`config.mk`:
```
export PLATFORM = sky130hd
export DESIGN_NAME = npp_port
export DESIGN_NICKNAME = d
export VERILOG_FILES = /design/src/design/npp_pkg.sv /design/src/design/npp_port.sv /design/src/design/npp_sync.sv /design/src/design/npp_timer_out.sv
export SDC_FILE = /design/constraint.sdc
export NUM_CORES = 1
export LEC_CHECK = 0
export BUFFER_PORTS_ARGS = -buffer_cell sky130_fd_sc_hd__buf_2
export CORE_AREA = 2 2 61 92
export CTS_BUF_LIST = sky130_fd_sc_hd__clkbuf_4
export DETAILED_ROUTE_END_ITERATION = 10
export DIE_AREA = 0 0 63 94
export PLACE_DENSITY = 0.81
export SKIP_CTS_REPAIR_TIMING = 1
export SLEW_MARGIN = 20
export SYNTH_ARGS = -nofsm -noshare
export SYNTH_HDL_FRONTEND = slang
export SYNTH_HIERARCHICAL = 1
export SYNTH_SLANG_ARGS = --single-unit
```
`constraint.sdc`:
```
create_clock -name sys_clk -period 2.17 [get_ports sys_clk]
set_input_delay 0.5425 -clock sys_clk [delete_from_list [all_inputs] [get_ports sys_clk]]
set_output_delay 0.5425 -clock sys_clk [all_outputs]
set_load 0.005 [all_outputs]
```
`src/design/npp_pkg.sv`:
```
// Constants for the nibble port pin control block
package npp_pkg;
  localparam logic       BANK0          = 1'b0;
  localparam logic       BANK1          = 1'b1;
  localparam logic [6:0] ADDR_ANA_PORT  = 7'h72;
  localparam logic [6:0] ADDR_SHR_PORT  = 7'h73;
  localparam logic [6:0] ADDR_GRP_PORT  = 7'h70;
  localparam logic [6:0] ADDR_IN_PORT   = 7'h71;
  localparam logic [6:0] RF_ANA_SEL     = 7'h1B;
  localparam logic [6:0] RF_ANA_DIR     = 7'h1C;
  localparam logic [6:0] RF_SHR_DIR     = 7'h2B;
  localparam logic [6:0] RF_GRP_DIR     = 7'h2C;
  localparam logic [6:0] RF_FUNC_SEL    = 7'h0B;
  localparam int         BIT_SER_EN     = 0;
  localparam int         BIT_TMR_SEL    = 3;
  localparam int         BIT_GRP_DIR    = 2;
  localparam int         PIN_SCK        = 0;
  localparam int         PIN_SO         = 1;
  localparam int         PIN_SI         = 2;
  localparam int         PIN_TMR        = 3;
  localparam logic [3:0] NIB_ZERO       = 4'h0;
  localparam logic [1:0] SYNC_ZERO      = 2'h0;
endpackage : npp_pkg

```
`src/design/npp_port.sv`:
```
// Nibble port pin control: analog port tail, shared port, group port, input port
`timescale 1ns/100ps
`default_nettype none
//
// Contract
// Analog select, input dir: analog input, read latch
// Analog select with output: latch still drives
// Shared port at bank0 73H, open-drain
// Shared pins per-bit direction from 2BH
// Reset clears shared direction and latch
// Direction change leaves shared latch unchanged
// Serial enable switches three low pins
// Timer select switches top pin
// Timer pin 1 at reset, toggles on match
// Special-function read sources per pin
// Serial shifting alters SO pin latch
// Group port bank1 70H, dir 2CH bit2
// Group dir 0 reads pins, 1 drives
// Reset clears group dir and latch
// Input port 71H: bit0 pin, writes ignored
// Analog select bits at 1BH
// Analog port at 72H, dir at 1CH
// Bank plus address selects; RF on write
module npp_port
  import npp_pkg::*;
(
  // Clock and reset
  input  wire logic       sys_clk,
  input  wire logic       rstn,
  // Data memory port access
  input  wire logic       dm_bank,
  input  wire logic [6:0] dm_addr,
  input  wire logic       dm_wr,
  input  wire logic [3:0] dm_wdata,
  output logic      [3:0] dm_rdata,
  output logic            dm_hit,
  // Register file access
  input  wire logic [6:0] rf_addr,
  input  wire logic       rf_wr,
  input  wire logic [3:0] rf_wdata,
  output logic      [3:0] rf_rdata,
  // Analog-capable port pins
  input  wire logic [3:0] ana_pin_in,
  output logic      [3:0] ana_pin_out,
  output logic      [3:0] ana_pin_oe,
  output logic      [3:0] analog_in_pin,
  // Shared port pins, open-drain
  input  wire logic [3:0] shr_pin_in,
  output logic      [3:0] shr_pin_out,
  output logic      [3:0] shr_pin_oe,
  // Group port pins, open-drain
  input  wire logic [3:0] grp_pin_in,
  output logic      [3:0] grp_pin_out,
  output logic      [3:0] grp_pin_oe,
  // Input-only pin
  input  wire logic       in_pin,
  // Serial engine
  input  wire logic       ser_int_clk,
  input  wire logic       ser_clk_out,
  input  wire logic       ser_so_bit,
  input  wire logic       ser_so_upd,
  output logic            ser_sck_in,
  output logic            ser_si_in,
  output logic            serial_pins_enable,
  // Timer 0
  input  wire logic       tmr0_reset,
  input  wire logic       tmr0_match
);
  typedef struct packed {
    logic [3:0] ana_latch;
    logic [3:0] analog_select_bit;
    logic [3:0] analog_port_dir_bit;
    logic [3:0] shr_latch;
    logic [3:0] shared_port_dir_bit;
    logic       ser_en;
    logic       timer_out_select;
    logic [3:0] grp_latch;
    logic       bank1_port_group_dir;
  } npp_state_t;

  npp_state_t st_r, st_nxt;
  logic [3:0] ana_sync;
  logic [3:0] shr_sync;
  logic [3:0] grp_sync;
  logic [3:0] in_sync;
  logic       timer0_toggle_out;

  // Pins are asynchronous to sys_clk
  npp_sync #(.W(4)) u_sync_ana (
    .sys_clk (sys_clk),
    .rstn    (rstn),
    .din     (ana_pin_in),
    .dout    (ana_sync)
  );
  npp_sync #(.W(4)) u_sync_shr (
    .sys_clk (sys_clk),
    .rstn    (rstn),
    .din     (shr_pin_in),
    .dout    (shr_sync)
  );
  npp_sync #(.W(4)) u_sync_grp (
    .sys_clk (sys_clk),
    .rstn    (rstn),
    .din     (grp_pin_in),
    .dout    (grp_sync)
  );
  npp_sync #(.W(4)) u_sync_in (
    .sys_clk (sys_clk),
    .rstn    (rstn),
    .din     ({3'h0, in_pin}),
    .dout    (in_sync)
  );

  npp_timer_out u_tout (
    .sys_clk           (sys_clk),
    .rstn              (rstn),
    .tmr0_reset        (tmr0_reset),
    .tmr0_match        (tmr0_match),
    .timer0_toggle_out (timer0_toggle_out)
  );

  function automatic logic hit(input logic bank, input logic [6:0] addr,
                               input logic want_bank, input logic [6:0] want_addr);
    hit = (bank == want_bank) && (addr == want_addr);
  endfunction

  // Per-bit read mux: latch where driven, pin where input
  function automatic logic [3:0] rd_mux(input logic [3:0] dir, input logic [3:0] latch,
                                        input logic [3:0] pins);
    rd_mux = (dir & latch) | (~dir & pins);
  endfunction

  logic sel_ana, sel_shr, sel_grp, sel_in;
  assign sel_ana = hit(dm_bank, dm_addr, BANK0, ADDR_ANA_PORT);
  assign sel_shr = hit(dm_bank, dm_addr, BANK0, ADDR_SHR_PORT);
  assign sel_grp = hit(dm_bank, dm_addr, BANK1, ADDR_GRP_PORT);
  assign sel_in  = hit(dm_bank, dm_addr, BANK1, ADDR_IN_PORT);

  always_comb begin
    st_nxt = st_r;
    // Port latch writes; writes land regardless of direction
    if (dm_wr && sel_ana) begin
      st_nxt.ana_latch = dm_wdata;
    end
    if (dm_wr && sel_shr) begin
      st_nxt.shr_latch = dm_wdata;
    end
    if (dm_wr && sel_grp) begin
      st_nxt.grp_latch = dm_wdata;
    end
    // Shift engine overwrites SO latch; it wins over a same-cycle write
    if (st_r.ser_en && ser_so_upd) begin
      st_nxt.shr_latch[PIN_SO] = ser_so_bit;
    end
    // Register file; direction writes never touch latches
    if (rf_wr) begin
      unique case (rf_addr)
        RF_ANA_SEL:  st_nxt.analog_select_bit   = rf_wdata;
        RF_ANA_DIR:  st_nxt.analog_port_dir_bit = rf_wdata;
        RF_SHR_DIR:  st_nxt.shared_port_dir_bit = rf_wdata;
        RF_FUNC_SEL: begin
          st_nxt.ser_en           = rf_wdata[BIT_SER_EN];
          st_nxt.timer_out_select = rf_wdata[BIT_TMR_SEL];
        end
        RF_GRP_DIR:  st_nxt.bank1_port_group_dir = rf_wdata[BIT_GRP_DIR];
        default: ;
      endcase
    end
  end

  always_ff @(posedge sys_clk or negedge rstn) begin
    if (!rstn) begin
      st_r <= '0;
    end else begin
      st_r <= st_nxt;
    end
  end

  // Register file readback
  always_comb begin
    rf_rdata = NIB_ZERO;
    unique case (rf_addr)
      RF_ANA_SEL:  rf_rdata = st_r.analog_select_bit;
      RF_ANA_DIR:  rf_rdata = st_r.analog_port_dir_bit;
      RF_SHR_DIR:  rf_rdata = st_r.shared_port_dir_bit;
      RF_FUNC_SEL: begin
        rf_rdata[BIT_SER_EN]  = st_r.ser_en;
        rf_rdata[BIT_TMR_SEL] = st_r.timer_out_select;
      end
      RF_GRP_DIR:  rf_rdata[BIT_GRP_DIR] = st_r.bank1_port_group_dir;
      default: ;
    endcase
  end

  assign serial_pins_enable = st_r.ser_en;

  // Analog port: latch drives whenever direction is output, even in analog use
  assign ana_pin_out   = st_r.ana_latch;
  assign ana_pin_oe    = st_r.analog_port_dir_bit;
  assign analog_in_pin = st_r.analog_select_bit;

  // Shared port drive value per pin
  logic [3:0] shr_drv;
  logic [3:0] shr_en;
  always_comb begin
    shr_drv = st_r.shr_latch;
    shr_en  = st_r.shared_port_dir_bit;
    if (st_r.ser_en) begin
      shr_drv[PIN_SCK] = ser_clk_out;
      shr_en[PIN_SCK]  = ser_int_clk;
      shr_drv[PIN_SO]  = st_r.shr_latch[PIN_SO];
      shr_en[PIN_SO]   = 1'b1;
      shr_drv[PIN_SI]  = 1'b1;
      shr_en[PIN_SI]   = 1'b0;
    end
    if (st_r.timer_out_select) begin
      shr_drv[PIN_TMR] = timer0_toggle_out;
      shr_en[PIN_TMR]  = 1'b1;
    end
  end

  // Open-drain: only a driven 0 pulls the pin
  assign shr_pin_out = NIB_ZERO;
  assign shr_pin_oe  = shr_en & ~shr_drv;
  assign grp_pin_out = NIB_ZERO;
  assign grp_pin_oe  = {4{st_r.bank1_port_group_dir}} & ~st_r.grp_latch;

  assign ser_sck_in = shr_sync[PIN_SCK];
  assign ser_si_in  = shr_sync[PIN_SI];

  // Shared port read view
  logic [3:0] shr_rd;
  always_comb begin
    shr_rd = rd_mux(st_r.shared_port_dir_bit, st_r.shr_latch, shr_sync);
    if (st_r.ser_en) begin
      shr_rd[PIN_SCK] = ser_int_clk ? st_r.shr_latch[PIN_SCK] : shr_sync[PIN_SCK];
      shr_rd[PIN_SO]  = st_r.shr_latch[PIN_SO];
      shr_rd[PIN_SI]  = shr_sync[PIN_SI];
    end
    if (st_r.timer_out_select) begin
      shr_rd[PIN_TMR] = st_r.shr_latch[PIN_TMR];
    end
  end

  // Data memory read
  always_comb begin
    dm_rdata = NIB_ZERO;
    dm_hit   = sel_ana | sel_shr | sel_grp | sel_in;
    if (sel_ana) begin
      dm_rdata = rd_mux(st_r.analog_port_dir_bit | st_r.analog_select_bit,
                        st_r.ana_latch, ana_sync);
    end else if (sel_shr) begin
      dm_rdata = shr_rd;
    end else if (sel_grp) begin
      dm_rdata = rd_mux({4{st_r.bank1_port_group_dir}}, st_r.grp_latch, grp_sync);
    end else if (sel_in) begin
      dm_rdata = {3'h0, in_sync[0]};
    end
  end
endmodule : npp_port
`default_nettype wire

```
`src/design/npp_sync.sv`:
```
// Two-flop synchroniser for a group of pin inputs
`timescale 1ns/100ps
`default_nettype none
module npp_sync #(
  parameter int W = 4
) (
  // Clock and reset
  input  wire logic         sys_clk,
  input  wire logic         rstn,
  // Data
  input  wire logic [W-1:0] din,
  output logic      [W-1:0] dout
);
  typedef struct packed {
    logic [W-1:0] s1;
    logic [W-1:0] s2;
  } npp_sync_t;
  npp_sync_t st_r, st_nxt;

  always_comb begin
    st_nxt    = st_r;
    st_nxt.s1 = din;
    st_nxt.s2 = st_r.s1;
  end

  always_ff @(posedge sys_clk or negedge rstn) begin
    if (!rstn) begin
      st_r <= '0;
    end else begin
      st_r <= st_nxt;
    end
  end

  assign dout = st_r.s2;
endmodule : npp_sync
`default_nettype wire

```
`src/design/npp_timer_out.sv`:
```
// Timer 0 toggle output flop
`timescale 1ns/100ps
`default_nettype none
module npp_timer_out (
  // Clock and reset
  input  wire logic sys_clk,
  input  wire logic rstn,
  // Timer 0 events
  input  wire logic tmr0_reset,
  input  wire logic tmr0_match,
  // Output
  output logic      timer0_toggle_out
);
  typedef struct packed {
    logic tog;
  } npp_tout_t;
  npp_tout_t st_r, st_nxt;

  always_comb begin
    st_nxt = st_r;
    if (tmr0_reset) begin
      st_nxt.tog = 1'b1;
    end else if (tmr0_match) begin
      st_nxt.tog = ~st_r.tog;
    end
  end

  always_ff @(posedge sys_clk or negedge rstn) begin
    if (!rstn) begin
      st_r <= '{tog: 1'b1};
    end else begin
      st_r <= st_nxt;
    end
  end

  assign timer0_toggle_out = st_r.tog;
endmodule : npp_timer_out
`default_nettype wire

```
# Word level (Yosys, flattened, before mapping)
# Index checks and enable logic that the tools add are counted.
op_classes:
  reduce_logical: 15
  n_eq_ne: 9
  n_bitwise: 22
  n_mux: 19
ops:
  columns: ["cell", "n"]
  rows:
  - ["4-bit bitwise AND", 8]
  - ["7-bit equality test (second input constant)", 4]
  - ["4-bit inverter", 5]
  - ["4-bit bitwise OR", 4]
  - ["7-bit by 5-bit equality test with 1-bit output (second input constant)", 2]
  - ["7-bit by 6-bit equality test with 1-bit output (second input constant)", 2]
  - ["4-bit two-way mux", 3]
  - ["1-bit one-hot mux with 4 select lines", 3]
  - ["2-bit AND reduction", 5]
  - ["3-bit two-way mux", 3]
  - ["1-bit logical AND", 8]
  - ["1-bit two-way mux", 8]
  - ["7-bit by 4-bit equality test with 1-bit output (second input constant)", 1]
  - ["2-bit nonzero test", 2]
  - ["1-bit bitwise OR", 3]
  - ["1-bit one-hot mux with 3 select lines", 1]
  - ["2-bit two-way mux", 1]
  - ["1-bit inverter", 2]
word_totals:
  register_bits: 54

# Longest topological paths before layout
depth:
  ltp_word: 6
  depth_mapped: 5
  mapped_depth_nobuf: 4

# Modules after synthesis
# The synthesis kept the hierarchy.
by_module_without_submodules:
  columns: ["mod", "cells_each", "area_per_inst_um2", "n_inst"]
  rows:
  - ["npp_port", 172, 1780.5, 1]
  - ["npp_sync", 8, 200.2, 4]
  - ["npp_timer_out", 3, 41.3, 1]

# Least setup slack after synthesis
# No wires, ideal clock.
synth_path:
  path_kind: "reg-to-output"
  startpoint: "reg st_r, in the netlist serial_pins_enable"
  endpoint: "out dm_rdata[0]"
  setup_slack_ns: 0.241
  path_stages_with_launch: 6
  t_arrival_ns: 1.387
  path_cell_list: "dfrtp_1 buf_4 mux2i_1 mux2_2 a221oi_1 a21oi_1"
synth_via:
  elab_chain_cells: 3
synth_lines:
  columns: ["element", "line_no", "text"]
  rows:
  - ["start, declared", "npp_port.sv:81", "npp_state_t st_r, st_nxt;"]
  - ["start signal, assigned", "npp_port.sv:175", "st_r <= st_nxt;"]
  - ["3-bit two-way mux", "npp_port.sv:235", "if (st_r.ser_en) begin"]
  - ["4-bit two-way mux", "npp_port.sv:252", "end else if (sel_shr) begin"]
  - ["4-bit two-way mux", "npp_port.sv:249", "if (sel_ana) begin"]
  - ["end, declared", "npp_port.sv:35", "output logic [3:0] dm_rdata,"]
# No other way between the ends.

# Final worst setup path
# Same ends and word-level chain as after synthesis.

==> impl_metrics.json <==
{
  "cp-startpoint": "serial_pins_enable",
  "min_period_ps": 2430,
  "final_antenna_net_count": 0,
  "vias": 1720,
  "period_share_pct": 112,
  "hold_class": "input port to asynchronous set/reset pin",
  "cellPowerDensity_nw_per_um2": 621,
  "die_h_um": 94,
  "crit_family": "multiplexers",
  "power_mw": 1.85,
  "rsz0062_at_grt": "yes",
  "place.gp.congestion": 0.811,
  "cp_slowest_cell": "dfrtp_1",
  "syn_area_um2": 2470,
  "status": "finished with violations",
  "grt_use_total_pct": 17.8,
  "worst_path_largest_cell_delay_ps": 420,
  "antenna_found_initial": 0,
  "p_leak_nw": 1.53,
  "cts.sinks": 54,
  "cts_tree": "built",
  "place_hpwl_mm": 3.97,
  "drv_cap": 0,
  "reg2reg_to": "st_r[0]",
  "fin_area_um2": 2980,
  "die-width_um": 63,
  "path_clk_slew_ps": 150,
  "setup_tns_ps": -600,
  "setup_viol": 4,
  "drt_wl_total_mm": 5.16,
  "grt_remaining_overflow": 0,
  "via_per_inst": 4.97,
  "max_clock_freq_ghz": 0.412,
  "path_buf_inv": 1,
  "wl_met1_mm": 1.98,
  "post-route-drc-count": 0,
  "io_buffers": 77,
  "grt_max_degree": 25,
  "dp.cells": 333,
  "wire_per_inst_um": 14.9,
  "critPathArrivalTime_ps": 1890,
  "cp.required_ps": 1630,
  "grt_pass1_vias": 1844,
  "slew_violations": 0,
  "cp.depth": 5,
  "place_area_um2": 2830,
  "top_layer": "met4",
  "rrSetupSlack_ps": 1220,
  "clk_latency_ps": 370,
  "cts_max_path_buffers": 2,
  "end_kind": "primary output",
  "path_max_fanout": 2,
  "ir_drop_uv": 414,
  "rr_worst_depth": 1,
  "hold_slack_ps": 117,
  "layout_setup_ws_ps": -260,
  "drt_iter0_drc": 58,
  "place_ws_ps": -129,
  "antennaDiodeCount": 0,
  "cts_root_buf": "clkbuf_4",
  "fin_util_pct": 58.6,
  "core-area_um2": 5080,
  "failed_checks": "setup timing",
  "stdcell_count": 346,
  "dr_wl_met2_mm": 2.82,
  "worstSetupEndpoint": "dm_rdata[0]",
  "fin_skew_ps": 11.3,
  "synth_cells": 201,
  "r2r-start": "st_r[0]",
  "ios": 86,
  "cts_buffers": 5,
  "path_cells": "mux2i_2, mux2_4, a221oi_2, a21oi_1, buf_2",
  "startpoint_type": "register",
  "num_rows": 32,
  "drive_above_1_share_pct": 51.4,
  "die_area_um2": 5920,
  "h-tree-depth": 2,
  "dr_wl_met3_um": 291,
  "firstDrtPassIters": 4,
  "grt_pass1_wl_mm": 8.18,
  "fin_nets": 323,
  "start_util_pct": 48.6,
  "finalHoldViolCount": 0,
  "syn_avg_cell_area_um2": 12.3,
  "critPathKind": "register to primary output",
  "yosys_warnings": 6,
  "areaGrowthSynthToFinish_pct": 20.4
}
[flip-flops by register name, indices dropped and copies added, names as in the netlist]
register                  cells
ana_pin_oe                    4
ana_pin_out                   4
analog_in_pin                 4
serial_pins_enable            1
st_r                         14
u_sync_ana/dout               4
u_sync_ana/st_nxt             4
u_sync_grp/dout               4
u_sync_grp/st_nxt             4
u_sync_in/dout                1
u_sync_in/st_nxt              1
u_sync_shr/dout               4
u_sync_shr/st_nxt             4
u_tout/timer0_toggle_out      1
[worst min path at each step]
| stage | startpoint | to | slack [ps] | cells past startpoint |
|---|---|---|---|---|
| 6_report | rstn | st_r[11] | 120 | 1 |
| 5_1_grt | rstn | u_sync_shr/st_nxt[2] | 140 | 1 |
| 4_1_cts | rstn | st_r[11] | 120 | 1 |
| 3_5_place_dp | u_sync_ana/st_nxt[0] | u_sync_ana/dout[0] | 340 | 0 |
| 3_3_place_gp | u_sync_grp/st_nxt[0] | u_sync_grp/dout[0] | 330 | 0 |
| 2_1_floorplan | rstn | ana_pin_oe[0] | 250 | 0 |
[layout by cell type (no fill, tap or decap), types with 2 or more instances in the layout]
cell type and count:
buf_2 77, dfrtp_1 53, mux2_2 30, nor2_1 16, nand2_1 10, conb_1 8, a21oi_1 7, buf_4 7
nor2b_1 6, mux2_4 6, clkbuf_4 6, a22oi_1 5, mux2i_1 5, nand2b_1 4, inv_1 3, o21ai_0 3
and3_1 2, nor3b_1 2, buf_6 2
[cell type report]
class | count | area [um2]
Clock inverter | 2 | 8.76
Inverter | 3 | 11.3
Timing Repair Buffer | 86 | 460
Multi-Input combinational cell | 127 | 1010
Tap cell | 68 | 85.1
Sequential cell | 54 | 1350
Clock buffer | 6 | 45.0
Fill cell | 447 | 2110
[per-layer routing]
| layer | global-route usage [%] | vias to the layer above |
|---|---|---|
| met5 | 0 | - |
| met4 | 7.04 | 0 |
| met3 | 3.24 | 6 |
| met2 | 34.0 | 70 |
| met1 | 19.1 | 820 |
| li1 | - | 824 |
[report_power, final]
group / switching [mW] / internal [mW] / total (mW)
clock: 0.290 / 0.135 / 0.425
sequential: 0.0503 / 1.07 / 1.13
combinational: 0.133 / 0.166 / 0.299
Note: power is estimated with default switching activity, not from simulation.
